### config.mk
export PLATFORM = sky130hd
export DESIGN_NAME = sbcp_packetizer
export DESIGN_NICKNAME = d
export VERILOG_FILES = /design/src/hdl/sbcp_pkg.sv /design/src/hdl/sbcp_packetizer.sv /design/src/hdl/sbcp_word_packer.sv
export VERILOG_INCLUDE_DIRS = /design/src /design/src/hdl
export SDC_FILE = /design/constraint.sdc
export NUM_CORES = 1
export LEC_CHECK = 0
export BUFFER_PORTS_ARGS = -buffer_cell sky130_fd_sc_hd__buf_2
export CORE_MARGIN = 8
export CORE_UTILIZATION = 51
export DETAILED_ROUTE_END_ITERATION = 16
export PLACE_DENSITY = 0.75
export REMOVE_ABC_BUFFERS = 1
export SETUP_SLACK_MARGIN = 0.1
export SYNTH_ARGS = -nofsm -noshare
export SYNTH_HDL_FRONTEND = slang
export SYNTH_SLANG_ARGS = --single-unit
### constraint.sdc
create_clock -name core_clk -period 3.49 [get_ports core_clk]
set_input_delay 0.349 -clock core_clk [delete_from_list [all_inputs] [get_ports core_clk]]
set_output_delay 0.349 -clock core_clk [all_outputs]
set_load 0.03 [all_outputs]
### src/hdl/sbcp_cfg.svh
// Offsets, field positions, limits and reset values of the capture packetizer
`ifndef SBCP_CFG_SVH
`define SBCP_CFG_SVH
`define SBCP_AW 16
`define SBCP_OFF_CTRL 8'h00
`define SBCP_OFF_FLAGS 8'h04
`define SBCP_OFF_SPECREV 8'h08
`define SBCP_OFF_STATUS 8'h0C
`define SBCP_OFF_WORDS 8'h10
`define SBCP_CTRL_EN 0
`define SBCP_CTRL_FMT 1
`define SBCP_CTRL_CLOSE 2
`define SBCP_FLG_ABS 6
`define SBCP_BT_GP 3'h2
`define SBCP_MAX_ASYNC 16'h1018
`define SBCP_MAX_ISO 16'h800C
`define SBCP_TCODE_STREAM 4'hA
`define SBCP_TCODE_BYTE 16'h0003
`define SBCP_CNT_MAX 16'hFFFF
`define SBCP_HDR_FMT0 16'h0002
`define SBCP_HDR_FMT1 16'h0003
`define SBCP_PTR_FIRST 16'h0001
`define SBCP_SPEC_REV 8'h00
`define SBCP_BODY_LIMIT 16'hF000
`endif

### src/hdl/sbcp_pkg.sv
// Types shared by the capture packetizer files
package sbcp_pkg;
  `include "sbcp_cfg.svh"

  typedef enum logic [1:0] {
    OVR_NONE = 2'b00,
    OVR_START = 2'b01,
    OVR_END = 2'b10,
    OVR_MORE = 2'b11
  } sbcp_ovr_t;

  typedef enum logic [3:0] {
    SPD_S100A = 4'h0, SPD_S100B = 4'h1, SPD_S200A = 4'h2, SPD_S200B = 4'h3,
    SPD_S400A = 4'h4, SPD_S400B = 4'h5, SPD_S800B = 4'h7, SPD_S1600B = 4'h9,
    SPD_S3200B = 4'hA
  } sbcp_speed_t;

  // Captured bus byte with its per-transfer side information
  typedef struct packed {
    logic valid;
    logic [7:0] data;
    logic last;
    logic empty;
    logic [7:0] status;
    logic [3:0] speed;
  } sbcp_cap_t;

  // One word write into the packet store
  typedef struct packed {
    logic wr;
    logic [`SBCP_AW-1:0] addr;
    logic [31:0] data;
  } sbcp_wr_t;

  typedef struct packed {
    logic [7:0] status;
    logic [3:0] speed;
    sbcp_ovr_t overrun;
    logic drop;
    logic rsv;
    logic [15:0] len;
  } sbcp_id_t;

  typedef struct packed {
    logic [2:0] bodyType;
    logic [3:0] sync;
    logic [8:0] rsv;
    logic [15:0] tally;
  } sbcp_cw0_t;

  typedef struct packed {
    logic [15:0] rsv;
    logic [15:0] units;
  } sbcp_cw1_t;
endpackage : sbcp_pkg

### src/hdl/sbcp_packetizer.sv
// Capture packetizer: bus traffic into transaction or physical-layer packet bodies
//
// Behaviour
// RULE1: General-purpose channel word carries body type code 010 in bits 31-29.
// RULE2: Transaction-format per-transaction header is only an eight-byte time stamp.
// RULE3: General-purpose body carries whole bus packets of any kind, mixed freely.
// RULE4: Channel word followed by at least one transaction; tally equals transactions.
// RULE5: Each transaction follows its time stamp header, recorded complete right after.
// RULE6: Specification revision in use is declared for the setup record.
// RULE7: Every captured packet's transaction code is a 4-bit format field.
// RULE8: Physical-layer packet holds a bounded number of transfers within size limits.
// RULE9: Physical channel word: reserved upper half, unit count in low 16 bits.
// RULE10: Transfer header is two time stamp words, then ID word, then data.
// RULE11: Relative time is 48-bit counter at first byte, second word low half zero.
// RULE12: Flag bit 6 selects absolute time, format given by flag bits 2 and 3.
// RULE13: ID word holds status, speed, overrun code, drop flag, reserved, length.
// RULE14: Speed field carries the transmission speed code; other values reserved.
// RULE15: Overrun code 00 normal, 01 overlong start, 10 ended ok, 11 still overlong.
// RULE16: Overrun episode is 01, zero or more 11, then 10; else 00.
// RULE17: Drop flag set when messages were lost before this transfer.
// RULE18: Length capped at 4120 asynchronous and 32780 isochronous bytes.
// RULE19: Lengths not a multiple of four get one to three zero fill bytes.
// RULE20: Zero length means no data follows the ID word.
// RULE21: Transfer data is exactly one bus transmission including header and CRC.
// RULE22: Length counts exactly the encapsulated bytes, never the fill.
// RULE23: Reserved bits of channel and ID words are written as zero.
//
// The address map and the Wishbone slave port were left to the implementer.
`timescale 1ns/100ps
module sbcp_packetizer
#(
  parameter logic [7:0] SPEC_REV = `SBCP_SPEC_REV,
  parameter logic [15:0] BODY_LIMIT = `SBCP_BODY_LIMIT
)
(
  input wire logic core_clk,
  input wire logic reset,
  input wire logic wb_cyc_i,
  input wire logic wb_stb_i,
  input wire logic wb_we_i,
  input wire logic [7:0] wb_adr_i,
  input wire logic [3:0] wb_sel_i,
  input wire logic [31:0] wb_dat_i,
  output logic [31:0] wb_dat_o,
  output logic wb_ack_o,
  input wire sbcp_pkg::sbcp_cap_t cap,
  output logic capReady,
  input wire logic capDrop,
  input wire logic [47:0] relTime,
  input wire logic [63:0] absTime,
  output sbcp_pkg::sbcp_wr_t store,
  output logic [7:0] packetFlags,
  output logic [7:0] specRevision,
  output logic packetDone
);
  import sbcp_pkg::*;

  typedef enum logic [2:0] {
    S_IDLE = 3'b000,
    S_DATA = 3'b001,
    S_TAIL = 3'b010,
    S_HT0 = 3'b011,
    S_HT1 = 3'b100,
    S_HID = 3'b101,
    S_DONE = 3'b110,
    S_CSDW = 3'b111
  } sbcp_state_t;

  sbcp_state_t state_reg, state_next;
  logic en_reg, fmt_reg, pktFmt_reg, closeReq_reg;
  logic [15:0] count_reg, byteCnt_reg, len_reg, lastWords_reg;
  logic [`SBCP_AW-1:0] wrPtr_reg, dataPtr_reg, base_reg;
  logic [63:0] stamp_reg;
  logic [7:0] status_reg;
  logic [3:0] speed_reg, tcode_reg;
  logic exceeded_reg, prevOvf_reg, dropPend_reg;
  logic accept, keep, closeWant, wbReq, pkValid, pkWordValid;
  logic [15:0] maxLen, hdrWords;
  logic [31:0] pkWord;
  sbcp_id_t idWord;
  sbcp_cw0_t cw0;
  sbcp_cw1_t cw1;

  assign accept = cap.valid && capReady;
  assign wbReq = wb_cyc_i && wb_stb_i && !wb_ack_o;
  assign hdrWords = pktFmt_reg ? `SBCP_HDR_FMT1 : `SBCP_HDR_FMT0;
  // Stream code is the long limit; assume it until the code byte is seen
  assign maxLen = (tcode_reg == `SBCP_TCODE_STREAM) ? `SBCP_MAX_ISO : `SBCP_MAX_ASYNC; // RULE18
  // First byte of a transfer is always kept; counters still hold the previous transfer then
  assign keep = !cap.empty && (state_reg == S_IDLE || byteCnt_reg < maxLen);
  // Transaction bodies may not close empty; count field bounds both formats
  assign closeWant = ((closeReq_reg || wrPtr_reg >= BODY_LIMIT) && (pktFmt_reg || count_reg != 16'h0000))
    || count_reg == `SBCP_CNT_MAX; // RULE4 RULE8

  // Assembled header and channel words; reserved fields fixed at zero
  always_comb
  begin
    idWord.status = status_reg;
    idWord.speed = speed_reg; // RULE14
    idWord.overrun = sbcp_ovr_t'({prevOvf_reg, exceeded_reg}); // RULE15 RULE16
    idWord.drop = dropPend_reg; // RULE17
    idWord.rsv = 1'b0; // RULE23
    idWord.len = len_reg; // RULE13 RULE20 RULE22
    cw0.bodyType = `SBCP_BT_GP; // RULE1
    cw0.sync = 4'h0;
    cw0.rsv = 9'h000;
    cw0.tally = count_reg; // RULE4
    cw1.rsv = 16'h0000; // RULE9 RULE23
    cw1.units = count_reg;
  end

  // Sequencer: data, then header words written back into reserved slots
  always_comb
  begin
    state_next = state_reg;
    case (state_reg)
      S_IDLE:
        if (accept)
          state_next = cap.last ? S_TAIL : S_DATA;
        else if (closeWant)
          state_next = S_CSDW;
      S_DATA:
        if (accept && cap.last)
          state_next = S_TAIL;
      S_TAIL:
        state_next = S_HT0;
      S_HT0:
        state_next = S_HT1;
      S_HT1:
        state_next = pktFmt_reg ? S_HID : S_DONE; // RULE2 RULE10
      S_HID:
        state_next = S_DONE;
      S_DONE:
        state_next = S_IDLE;
      S_CSDW:
        state_next = S_IDLE;
      default:
        state_next = S_IDLE;
    endcase
  end

  always_ff @(posedge core_clk)
  begin
    if (reset)
      state_reg <= S_IDLE;
    else
      state_reg <= state_next;
  end

  // Ready only while bytes can be taken; header writes stall the source
  always_ff @(posedge core_clk)
  begin
    if (reset)
      capReady <= 1'b0;
    else
      capReady <= en_reg && (state_next == S_DATA || (state_next == S_IDLE && !closeWant));
  end

  // Per-transfer capture: stamp, status, speed, code and length
  always_ff @(posedge core_clk)
  begin
    if (reset)
    begin
      stamp_reg <= 64'h0000000000000000;
      status_reg <= 8'h00;
      speed_reg <= 4'h0;
      tcode_reg <= `SBCP_TCODE_STREAM;
      byteCnt_reg <= 16'h0000;
      len_reg <= 16'h0000;
      exceeded_reg <= 1'b0;
    end
    else if (accept)
    begin
      if (state_reg == S_IDLE)
      begin
        if (packetFlags[`SBCP_FLG_ABS])
          stamp_reg <= absTime; // RULE12
        else if (pktFmt_reg)
          stamp_reg <= {relTime[47:32], 16'h0000, relTime[31:0]}; // RULE11
        else
          stamp_reg <= {16'h0000, relTime[47:32], relTime[31:0]}; // RULE2
        status_reg <= cap.status;
        speed_reg <= cap.speed; // RULE14
        tcode_reg <= `SBCP_TCODE_STREAM;
        byteCnt_reg <= cap.empty ? 16'h0000 : 16'h0001;
        len_reg <= cap.empty ? 16'h0000 : 16'h0001; // RULE20
        exceeded_reg <= 1'b0;
      end
      else
      begin
        if (byteCnt_reg == `SBCP_TCODE_BYTE)
          tcode_reg <= cap.data[7:4]; // RULE7
        if (byteCnt_reg != `SBCP_CNT_MAX)
          byteCnt_reg <= byteCnt_reg + 16'h0001;
        if (keep)
          len_reg <= len_reg + 16'h0001; // RULE22
        else
          exceeded_reg <= 1'b1; // RULE15
      end
    end
  end

  // Bytes past the limit are dropped but still end the transfer
  assign pkValid = accept && keep; // RULE3 RULE21

  sbcp_word_packer u_packer
  (
    .core_clk(core_clk),
    .reset(reset),
    .inValid(pkValid),
    .inByte(cap.data),
    .inFlush(accept && cap.last),
    .wordValid(pkWordValid),
    .wordData(pkWord)
  );

  // Store writes: data as it packs, headers after the last byte
  always_ff @(posedge core_clk)
  begin
    if (reset)
    begin
      store <= '0;
      dataPtr_reg <= `SBCP_PTR_FIRST;
      base_reg <= `SBCP_PTR_FIRST;
    end
    else
    begin
      store.wr <= 1'b0;
      if (accept && state_reg == S_IDLE)
      begin
        base_reg <= wrPtr_reg;
        dataPtr_reg <= wrPtr_reg + hdrWords; // RULE5 RULE10
      end
      else if (pkWordValid)
      begin
        store <= '{wr: 1'b1, addr: dataPtr_reg, data: pkWord};
        dataPtr_reg <= dataPtr_reg + `SBCP_PTR_FIRST;
      end
      case (state_reg)
        S_HT0:
          store <= '{wr: 1'b1, addr: base_reg, data: stamp_reg[31:0]};
        S_HT1:
          store <= '{wr: 1'b1, addr: base_reg + `SBCP_PTR_FIRST, data: stamp_reg[63:32]};
        S_HID:
          store <= '{wr: 1'b1, addr: base_reg + `SBCP_HDR_FMT0, data: idWord}; // RULE13
        S_CSDW:
          store <= '{wr: 1'b1, addr: '0, data: pktFmt_reg ? 32'(cw1) : 32'(cw0)}; // RULE9
        default:
          ;
      endcase
    end
  end

  // Transfer bookkeeping and packet close
  always_ff @(posedge core_clk)
  begin
    if (reset)
    begin
      wrPtr_reg <= `SBCP_PTR_FIRST;
      count_reg <= 16'h0000;
      prevOvf_reg <= 1'b0;
      lastWords_reg <= 16'h0000;
      packetDone <= 1'b0;
      pktFmt_reg <= 1'b0;
    end
    else
    begin
      packetDone <= 1'b0;
      if (state_reg == S_IDLE && count_reg == 16'h0000)
        pktFmt_reg <= fmt_reg;
      if (state_reg == S_DONE)
      begin
        wrPtr_reg <= dataPtr_reg;
        count_reg <= count_reg + 16'h0001; // RULE4 RULE8
        prevOvf_reg <= exceeded_reg; // RULE16
      end
      if (state_reg == S_CSDW)
      begin
        lastWords_reg <= 16'(wrPtr_reg);
        wrPtr_reg <= `SBCP_PTR_FIRST;
        count_reg <= 16'h0000;
        packetDone <= 1'b1;
      end
    end
  end

  // Drop notice held until written; a new drop beats the clear
  always_ff @(posedge core_clk)
  begin
    if (reset)
      dropPend_reg <= 1'b0;
    else if (capDrop)
      dropPend_reg <= 1'b1; // RULE17
    else if (state_reg == S_DONE && pktFmt_reg)
      dropPend_reg <= 1'b0;
  end

  // Wishbone writes; close request set wins over its own clear
  always_ff @(posedge core_clk)
  begin
    if (reset)
    begin
      en_reg <= 1'b0;
      fmt_reg <= 1'b0;
      closeReq_reg <= 1'b0;
      packetFlags <= 8'h00;
      specRevision <= SPEC_REV;
    end
    else
    begin
      if (state_reg == S_CSDW)
        closeReq_reg <= 1'b0;
      if (wbReq && wb_we_i && wb_sel_i[0])
        case (wb_adr_i)
          `SBCP_OFF_CTRL:
          begin
            en_reg <= wb_dat_i[`SBCP_CTRL_EN];
            fmt_reg <= wb_dat_i[`SBCP_CTRL_FMT];
            if (wb_dat_i[`SBCP_CTRL_CLOSE])
              closeReq_reg <= 1'b1;
          end
          `SBCP_OFF_FLAGS:
            packetFlags <= wb_dat_i[7:0]; // RULE12
          `SBCP_OFF_SPECREV:
            specRevision <= wb_dat_i[7:0]; // RULE6
          default:
            ;
        endcase
    end
  end

  // Read data and ack; one wait cycle, unmapped reads return zero
  always_ff @(posedge core_clk)
  begin
    if (reset)
    begin
      wb_ack_o <= 1'b0;
      wb_dat_o <= 32'h00000000;
    end
    else
    begin
      wb_ack_o <= wbReq;
      wb_dat_o <= 32'h00000000;
      if (wbReq && !wb_we_i)
        case (wb_adr_i)
          `SBCP_OFF_CTRL:
            wb_dat_o <= {29'h00000000, closeReq_reg, fmt_reg, en_reg};
          `SBCP_OFF_FLAGS:
            wb_dat_o <= {24'h000000, packetFlags};
          `SBCP_OFF_SPECREV:
            wb_dat_o <= {24'h000000, specRevision};
          `SBCP_OFF_STATUS:
            wb_dat_o <= {count_reg, tcode_reg, 1'b0, pktFmt_reg, prevOvf_reg, dropPend_reg, 5'h00, state_reg};
          `SBCP_OFF_WORDS:
            wb_dat_o <= {16'h0000, lastWords_reg};
          default:
            wb_dat_o <= 32'h00000000;
        endcase
    end
  end
endmodule : sbcp_packetizer

### src/hdl/sbcp_word_packer.sv
// Packs bytes big-endian into 32-bit words with zero fill on flush
`timescale 1ns/100ps
module sbcp_word_packer
(
  input wire logic core_clk,
  input wire logic reset,
  input wire logic inValid,
  input wire logic [7:0] inByte,
  input wire logic inFlush,
  output logic wordValid,
  output logic [31:0] wordData
);
  import sbcp_pkg::*;

  logic [31:0] acc_reg;
  logic [1:0] idx_reg;
  logic [31:0] accNext;
  logic [2:0] cntNext;

  // Place the new byte below those already held
  always_comb
  begin
    accNext = acc_reg;
    if (inValid)
      accNext = acc_reg | ({inByte, 24'h000000} >> {idx_reg, 3'b000});
    cntNext = {1'b0, idx_reg} + {2'b00, inValid};
  end

  // Emit on a full word, or on flush; untouched lanes stay zero as fill
  always_ff @(posedge core_clk)
  begin
    if (reset)
    begin
      acc_reg <= 32'h00000000;
      idx_reg <= 2'h0;
      wordValid <= 1'b0;
      wordData <= 32'h00000000;
    end
    else
    begin
      wordValid <= 1'b0;
      if (cntNext == 3'h4 || (inFlush && cntNext != 3'h0))
      begin
        wordValid <= 1'b1; // RULE19
        wordData <= accNext;
        acc_reg <= 32'h00000000;
        idx_reg <= 2'h0;
      end
      else if (inValid || inFlush)
      begin
        acc_reg <= accNext;
        idx_reg <= cntNext[1:0];
      end
    end
  end
endmodule : sbcp_word_packer

==> metrics.md, run 1 <==
| Metric | Value |
|---|---|
| Worst Path Required | 3900 ps |
| Slew margin rel. | 24.05% |
| Root buffer cell | clkbuf_16 |
| Final HPWL DP | 37630 um |
| Post-route ant nets | 0 |
| Most common cell after layout, fill and taps aside | dfxtp_1 |
| IO Pins | 285 |
| Power per Cell Area | 444.1 nW/um2 |
| Max Root-Sink Buffers | 3 |
| Largest register FFs | 64 |
| Worst-skew pair later-pin latency | 530 ps |
| Main synth FF type | dfxtp_1 |
| Skew final | 12.36 ps |
| Final Cell Area | 19610 um2 |
| Clock transition at path regs | 60 ps |
| Core area | 32210 um2 |
| Drt drc | 0 |
| DP Area | 18190 um2 |
| Worst Tran Pin Value | 1122 ps |
| Number of synthesized flops with an enable pin | 0 |
| Final Max Slew Viols | 0 |
| Status | finished, final reports clean |
| CTS tree | yes |
| Routed wire length | 53810 um |
| Hold_buf cts | 0 |
| Die X | 195.9 um |
| Yosys reg bits | 369 |
| Distinct cells, synth | 73 |
| DIE HEIGHT | 195.9 um |
| Final Hold Viols | 0 |
| CP Capture Type | flop |
| CTS sink cnt | 369 |
| Final net count | 2328 |
| Total power | 8708 uW |
| Arr. time, crit path | 3720 ps |
| Synth Area per Inst | 8.513 um2 |
| Post-Syn Area | 16500 um2 |
| Most frequent cells in the layout | dfxtp_1, nand2_1, buf_2 |
| Std cell rows | 66 |
| Element type at the critical path start | flop |
| Share of layout cells above drive strength 1 | 20.13% |
| Total grt overflow | 0 |
| First-pass detailed-route iteration total | 6 |
| Tcrit/Tclk final | 94.76% |
| Warnings from Yosys | 0 |
| Area Overhead vs Synth | 18.84% |
| Fin util | 60.88% |
| Static leakage | 0.007494 uW |
| Initial Util | 51.23% |
| Final Wtd Congestion | 0.9134 |
| Clock period minus worst slack | 3307 ps |
| Max VDD drop | 0.0002971 V |
| H-tree levels | 2 |
| Vias in the first global route | 14.97k |
| Antenna violations before repair | 0 |
| Cells after Synth | 1938 |
| Setup violations, final | 0 |
| Via density | 6.105 |
| Diode count | 0 |
| WHS | 63.24 ps |
| Crit Path Max Fanout | 4 |
| Crit path kind | flop to flop |
| First-pass GRT wire length | 83190 um |
| Fmax | 0.3024 GHz |
| Iter 0 DRT Violations | 1501 |
| Wire per inst | 20.98 um |
| Seq/Total Area, Yosys | 44.77% |
| Total CTS buffers | 39 |
| Max Cap Violations | 0 |
| Number of port buffers | 257 |
| FFs w/ async S/R, synth | 0% |
| Worst Hold Class | input pin to flop |
| RSZ-0062 raised after global routing | no |
| Via count | 15.65k |
| Gr usage total | 26.80% |
| Die Area | 38360 um2 |
| Largest net degree at the start of global routing | 93 |
per-layer routing:
layer | share of wire (%) | GRT usage [%] | vias up
met2 | 47 | 44.76 | 702
met5 | 0 | 0 | -
met4 | 2.9 | 8.871 | 0
met1 | 42 | 34.16 | 7432
li1 | - | - | 7419
met3 | 8.5 | 5.535 | 99
cells by family after synthesis:
family | count (synthesis) | share of synthesized area, %
and+or+nand+nor | 693 | 19.39
AOI/OAI and AO/OA | 517 | 20.57
DFF | 369 | 44.77
buffers and inverters | 179 | 4.277
muxes | 128 | 7.955
xor gates and xnor gates | 40 | 2.123
adders and majority gates | 12 | 0.9100
final cells by class:
class / count / area [um2]
multi-input combinational: 1390 / 8514
timing repair buffer: 316 / 1841
sequential: 369 / 7393
inverter: 15 / 56.30
clock inverter: 11 / 182.7
tap: 408 / 510.5
fill: 2803 / 12600
clock buffer: 55 / 1109
report_power, final:
part           switching (uW)  internal (uW)
sequential               1.75           4210
combinational             155           97.9
clock                    1670           2580
final timing paths:
path                        startpoint               endpoint  slack [ps]  depth (start not counted)
setup / recovery          tcode_reg[0]  u_packer.wordData[14]         180                         17
hold / removal                  cap[0]           speed_reg[0]          60                          3
setup reg to reg          tcode_reg[0]  u_packer.wordData[14]         180                         17
hold reg to reg   u_packer.acc_reg[23]   u_packer.acc_reg[23]         460                          2
what timing repair did:
item	in CTS	in global routing
resized for setup	7	9
endpoints found under the hold margin	0	0
setup buffers	0	4
endpoints found under the setup margin	32	66
pin swaps	1	5
cloned	0	1
metrics by stage:
step	instances	setup WS [ps]	setup TNS [ps]
finish	2564	182.8	0
global route	2564	38.05	0
CTS	2559	105.8	0
detailed placement	2493	61.20	0
global placement	2493	100.5	0
floorplan	1774	-3112	-518420
critical path: stages (launching register included):
cell and delay, ps:
dfxtp_1 330, nand4bb_4 270, ha_4 300, o41ai_4 80, a31oi_2 180, a221o_1 220, nor3_2 50, buf_4 140
ha_1 170, ha_1 300, nor2_2 120, mux2i_2 260, buf_4 160, nor2_4 60, buf_4 170, buf_4 130
a22oi_1 170, o21ai_1 90
cell usage after synthesis, types with 6 or more instances:
cell      count  area, um2
nand4_1      31      193.9
nor2b_1       6      37.54
o32a_1        6      60.06
a22oi_1      44      330.3
inv_1        14      52.55
o21bai_1     17      127.6
mux2_2       25      281.5
o21ai_2      10      87.58
nand3_1      46      230.2
mux2i_1     103       1031
buf_1         9      33.78
o22ai_1       8      50.05
nor2_1      169      634.4
o21ai_0     101      505.5
buf_2         8      40.04
nor3_1       54      270.3
nand2b_1     19      118.9
nor4_1       18      112.6
a222oi_1      8      80.08
clkbuf_1    142      533.0
o21ai_1       9      45.04
dfxtp_1     369       7387
ha_1         12      150.1
xnor2_1      23      201.4
and4_1        7      61.31
a31oi_1       8      50.05
a221oi_1     56      490.5
and3_1       34      212.7
a21oi_1     155      775.7
nand2_1     262      983.4
or3_1        18      112.6
xor2_1       17      148.9
a211oi_1     49      367.9
(Power assumes the default switching activity.)
==> run 2, diff against run 1 <==
SYNTH_HIERARCHICAL = 1   (was default)
==> run 2 against run 1 <==
Against the previous run:
- total power decreased by 2.2%
- flip-flop and latch count unchanged
- non-clock buffer count decreased by 7
- utilization increased by 0.14 points
- area after synthesis decreased by 2.0%
- critical path type unchanged
==> metrics.md, run 2 <==
| Metric | Value |
|---|---|
| Status | finished, final reports clean |
| FFs w/ async S/R, synth | 0% (unchanged) |
| Post-CTS setup buffer count | 0 (unchanged) |
| Clock transition at path regs | 60 ps (about the same) |
| Share of layout cells above drive strength 1 | 19.71% (-0.42 points) |
| Worst Hold Class | input pin to flop |
| Max incr delay on CP | 370 ps (+40 ps) |
| Final Cell Area | 19150 um2 (-2.3%) |
| Core area | 31390 um2 (-2.5%) |
| IO Pins | 285 (unchanged) |
| Fin util | 61.02% (+0.14 points) |
| CP Capture Type | flop |
| Main synth FF type | dfxtp_1 |
| Slew margin rel. | 24.02% (about the same) |
| Die Area | 37670 um2 (-1.8%) |
| Initial Util | 51.52% (+0.29 points) |
| Wire per inst | 20.73 um (-1.2%) |
| Sequential share of power | 49.5% (+1.1 points) |
| Skew final | 17.33 ps (+4.962 ps) |
| Total grt overflow | 0 (unchanged) |
| Pre-CTS setup slack | 84.62 ps (+23.42 ps) |
| Largest net degree at the start of global routing | 123 (+32%) |
| Worst-path cell chain | nand4bb_4, inv_1, ha_1, nor4bb_2, buf_4, o2111ai_1, nand3_1, o21ai_2, ha_1, ha_1, o21a_1, or3_1, buf_6, nor2_1 |
| Final net count | 2269 (-2.5%) |
| Most frequent cell after synthesis | dfxtp_1 |
| Gr usage total | 26.14% (-0.66 points) |
| Top-area cell type share of the netlist area | 45.68% (+0.90 points) |
| Hold_buf cts | 0 (unchanged) |
| Final HPWL DP | 36410 um (-3.2%) |
| RSZ-0062 raised after global routing | no |
| Setup TNS | 0 ps (unchanged) |
| Area Overhead vs Synth | 18.44% |
| Yosys reg bits | 369 (unchanged) |
| Total CTS buffers | 38 (-2.6%) |
| Die X | 194.1 um (-0.91%) |
| Final Hold Viols | 0 (unchanged) |
| Iter 0 DRT Violations | 1557 (+3.7%) |
| Seq/Total Area, Yosys | 45.68% (+0.90 points) |
| Post-route ant nets | 0 (unchanged) |
| Met1 Routed Length | 21700 um (-3.8%) |
| Worst Path Required | 3940 ps (+40 ps) |
| Post-Syn Area | 16170 um2 (-2.0%) |
| Number of synthesized flops with an enable pin | 0 (unchanged) |
| Post-route setup slack | 268.2 ps (+85.43 ps) |
| CTS tree | yes |
| Final Max Slew Viols | 0 (unchanged) |
| Setup violations, final | 0 (unchanged) |
| Crit path kind | flop to flop |
| Worst-skew pair later-pin latency | 530 ps (about the same) |
| Antenna violations before repair | 0 (unchanged) |
| Vias in the first global route | 14.59k (-2.5%) |
| Crit-path most repeated cell | ha_1 |
| Element type at the critical path start | flop |
| Largest register FFs | 64 (unchanged) |
| Clock power share | 47.7% (-1.0 points) |
| Clock period minus worst slack | 3222 ps (-85.43 ps) |
| CTS sink cnt | 369 (unchanged) |
| Tcrit/Tclk final | 92.32% (-2.4 points) |
| Routed wire length | 51780 um (-3.8%) |
| Max Cap Violations | 0 (unchanged) |
| Power per Cell Area | 444.6 nW/um2 (about the same) |
| Switch share | 21.21% (+0.29 points) |
| Warnings from Yosys | 6 (+6) |
| Synth Area per Inst | 8.635 um2 (+1.4%) |
| Max VDD drop | 0.0002953 V (-0.58%) |
| Via density | 6.078 (-0.43%) |
| Max Root-Sink Buffers | 3 (unchanged) |
| Cells after Synth | 1873 (-3.4%) |
| Crit Path Max Fanout | 17 (+13) |
| Comb power frac | 2.8% (about the same) |
| Most common cell after layout, fill and taps aside | dfxtp_1 |
| Internal Power | 6709 uW (-2.6%) |
| DP Area | 17870 um2 (-1.7%) |
| Drt drc | 0 (unchanged) |
| Largest area contributor in the netlist | dfxtp_1 |
| H-tree levels | 2 (unchanged) |
| Arr. time, crit path | 3680 ps (-40 ps) |
| DR WL met3 | 5271 um (+15%) |
| Number of port buffers | 257 (unchanged) |
| Distinct cells, synth | 70 (-4.1%) |
| Root buffer cell | clkbuf_16 |
| DR WL met2 | 23510 um (-6.3%) |
| Static leakage | 0.007142 uW (-4.7%) |
| Worst Tran Pin Value | 1132 ps (+10.49 ps) |
| DIE HEIGHT | 194.1 um (-0.91%) |
| NetSw | 1806 uW (-0.88%) |
| First-pass detailed-route iteration total | 6 (unchanged) |
| Fmax | 0.3104 GHz (+2.7%) |
| Leading cell types by count after synthesis | dfxtp_1, nand2_1, nor2_1 |
| Final Wtd Congestion | 0.9078 (-0.61%) |
| Slowest CP cell | or3_1 |
| Std cell rows | 65 (-1.5%) |
| First-pass GRT wire length | 81190 um (-2.4%) |
| Top layer in use | met4 |
| Largest cells by area after synthesis | dfxtp_1, mux2i_1, nand2_1, a21oi_1, nor2_1 |
| Most frequent cells in the layout | dfxtp_1, buf_2, nand2_1 |
| Via count | 15.18k (-3.0%) |
-- run 2: area by class of cell --
| class | instances | area [um2] |
|---|---|---|
| Timing Repair Buffer | 309 | 1778 |
| Clock inverter | 11 | 113.9 |
| Multi-Input combinational cell | 1327 | 8139 |
| Fill cell | 2721 | 12240 |
| Inverter | 25 | 93.84 |
| Tap cell | 402 | 503.0 |
| Clock buffer | 54 | 1132 |
| Sequential cell | 369 | 7392 |
| Antenna cell | 1 | 2.502 |
-- run 2: worst max-delay path: cells and delay by family (launching register included) --
kind	cells	cell delay [ps]
AO/OA/AOI/OAI	3	500
adder cells (fa/ha/maj)	3	770
buffers and inverters	3	420
flip-flops	1	330
AND/OR/NAND/NOR	5	1120
-- run 2: routing by layer --
layer  up-vias  track usage (%)
li1       7185                -
met1      7104            34.68
met2       804            42.03
met3        90            5.901
met4         0            7.694
met5         -                0
-- run 2: through the flow --
step | std cells | total power [uW] | hold slack [ps]
2_1_floorplan | 1721 | 4359 | 418.1
3_3_place_gp | 2432 | 4540 | 433.6
3_5_place_dp | 2432 | 4544 | 439.6
4_1_cts | 2497 | 8556 | 42.37
5_1_grt | 2497 | 8744 | 59.40
6_report | 2498 | 8515 | 61.00
-- run 2: cells by family (layout without fill, tap and decap cells) --
kind of cell               Yosys count  count (layout)  synth area share, %
DFF                                369             369                45.68
xor gates and xnor gates            46              46                2.491
other                                0               1                    0
adders and majority gates           14              14                1.083
buffers and inverters              177             399                4.456
AOI/OAI and AO/OA                  490             490                20.24
muxes                              112             112                7.071
and+or+nand+nor                    665             665                18.99
-- run 2: worst paths after layout --
| kind | slack [ps] | endpoint | depth (start not counted) | startpoint |
|---|---|---|---|---|
| worst min-delay path | 60 | status_reg[1] | 3 | cap[5] |
| worst max-delay path | 270 | u_packer/acc_reg[27] | 14 | tcode_reg[2] |
| worst max register to register | 270 | u_packer/acc_reg[27] | 14 | tcode_reg[2] |
| worst min register to register | 450 | lastWords_reg[11] | 2 | lastWords_reg[11] |
-- run 2: timing repair --
| item | 4_1_cts | 5_1_grt |
|---|---|---|
| gates resized for setup | 1 | 6 |
| endpoints found under the setup margin | 37 | 66 |
| pin swaps | 0 | 1 |
-- run 2: power groups by stage --
stage	registers, uW	clock network [uW]	logic (uW)
3_5_place_dp	4310	0	237
5_1_grt	4210	4270	259
3_3_place_gp	4310	0	233
4_1_cts	4210	4100	239
2_1_floorplan	4310	0	51.5
6_report	4210	4060	242
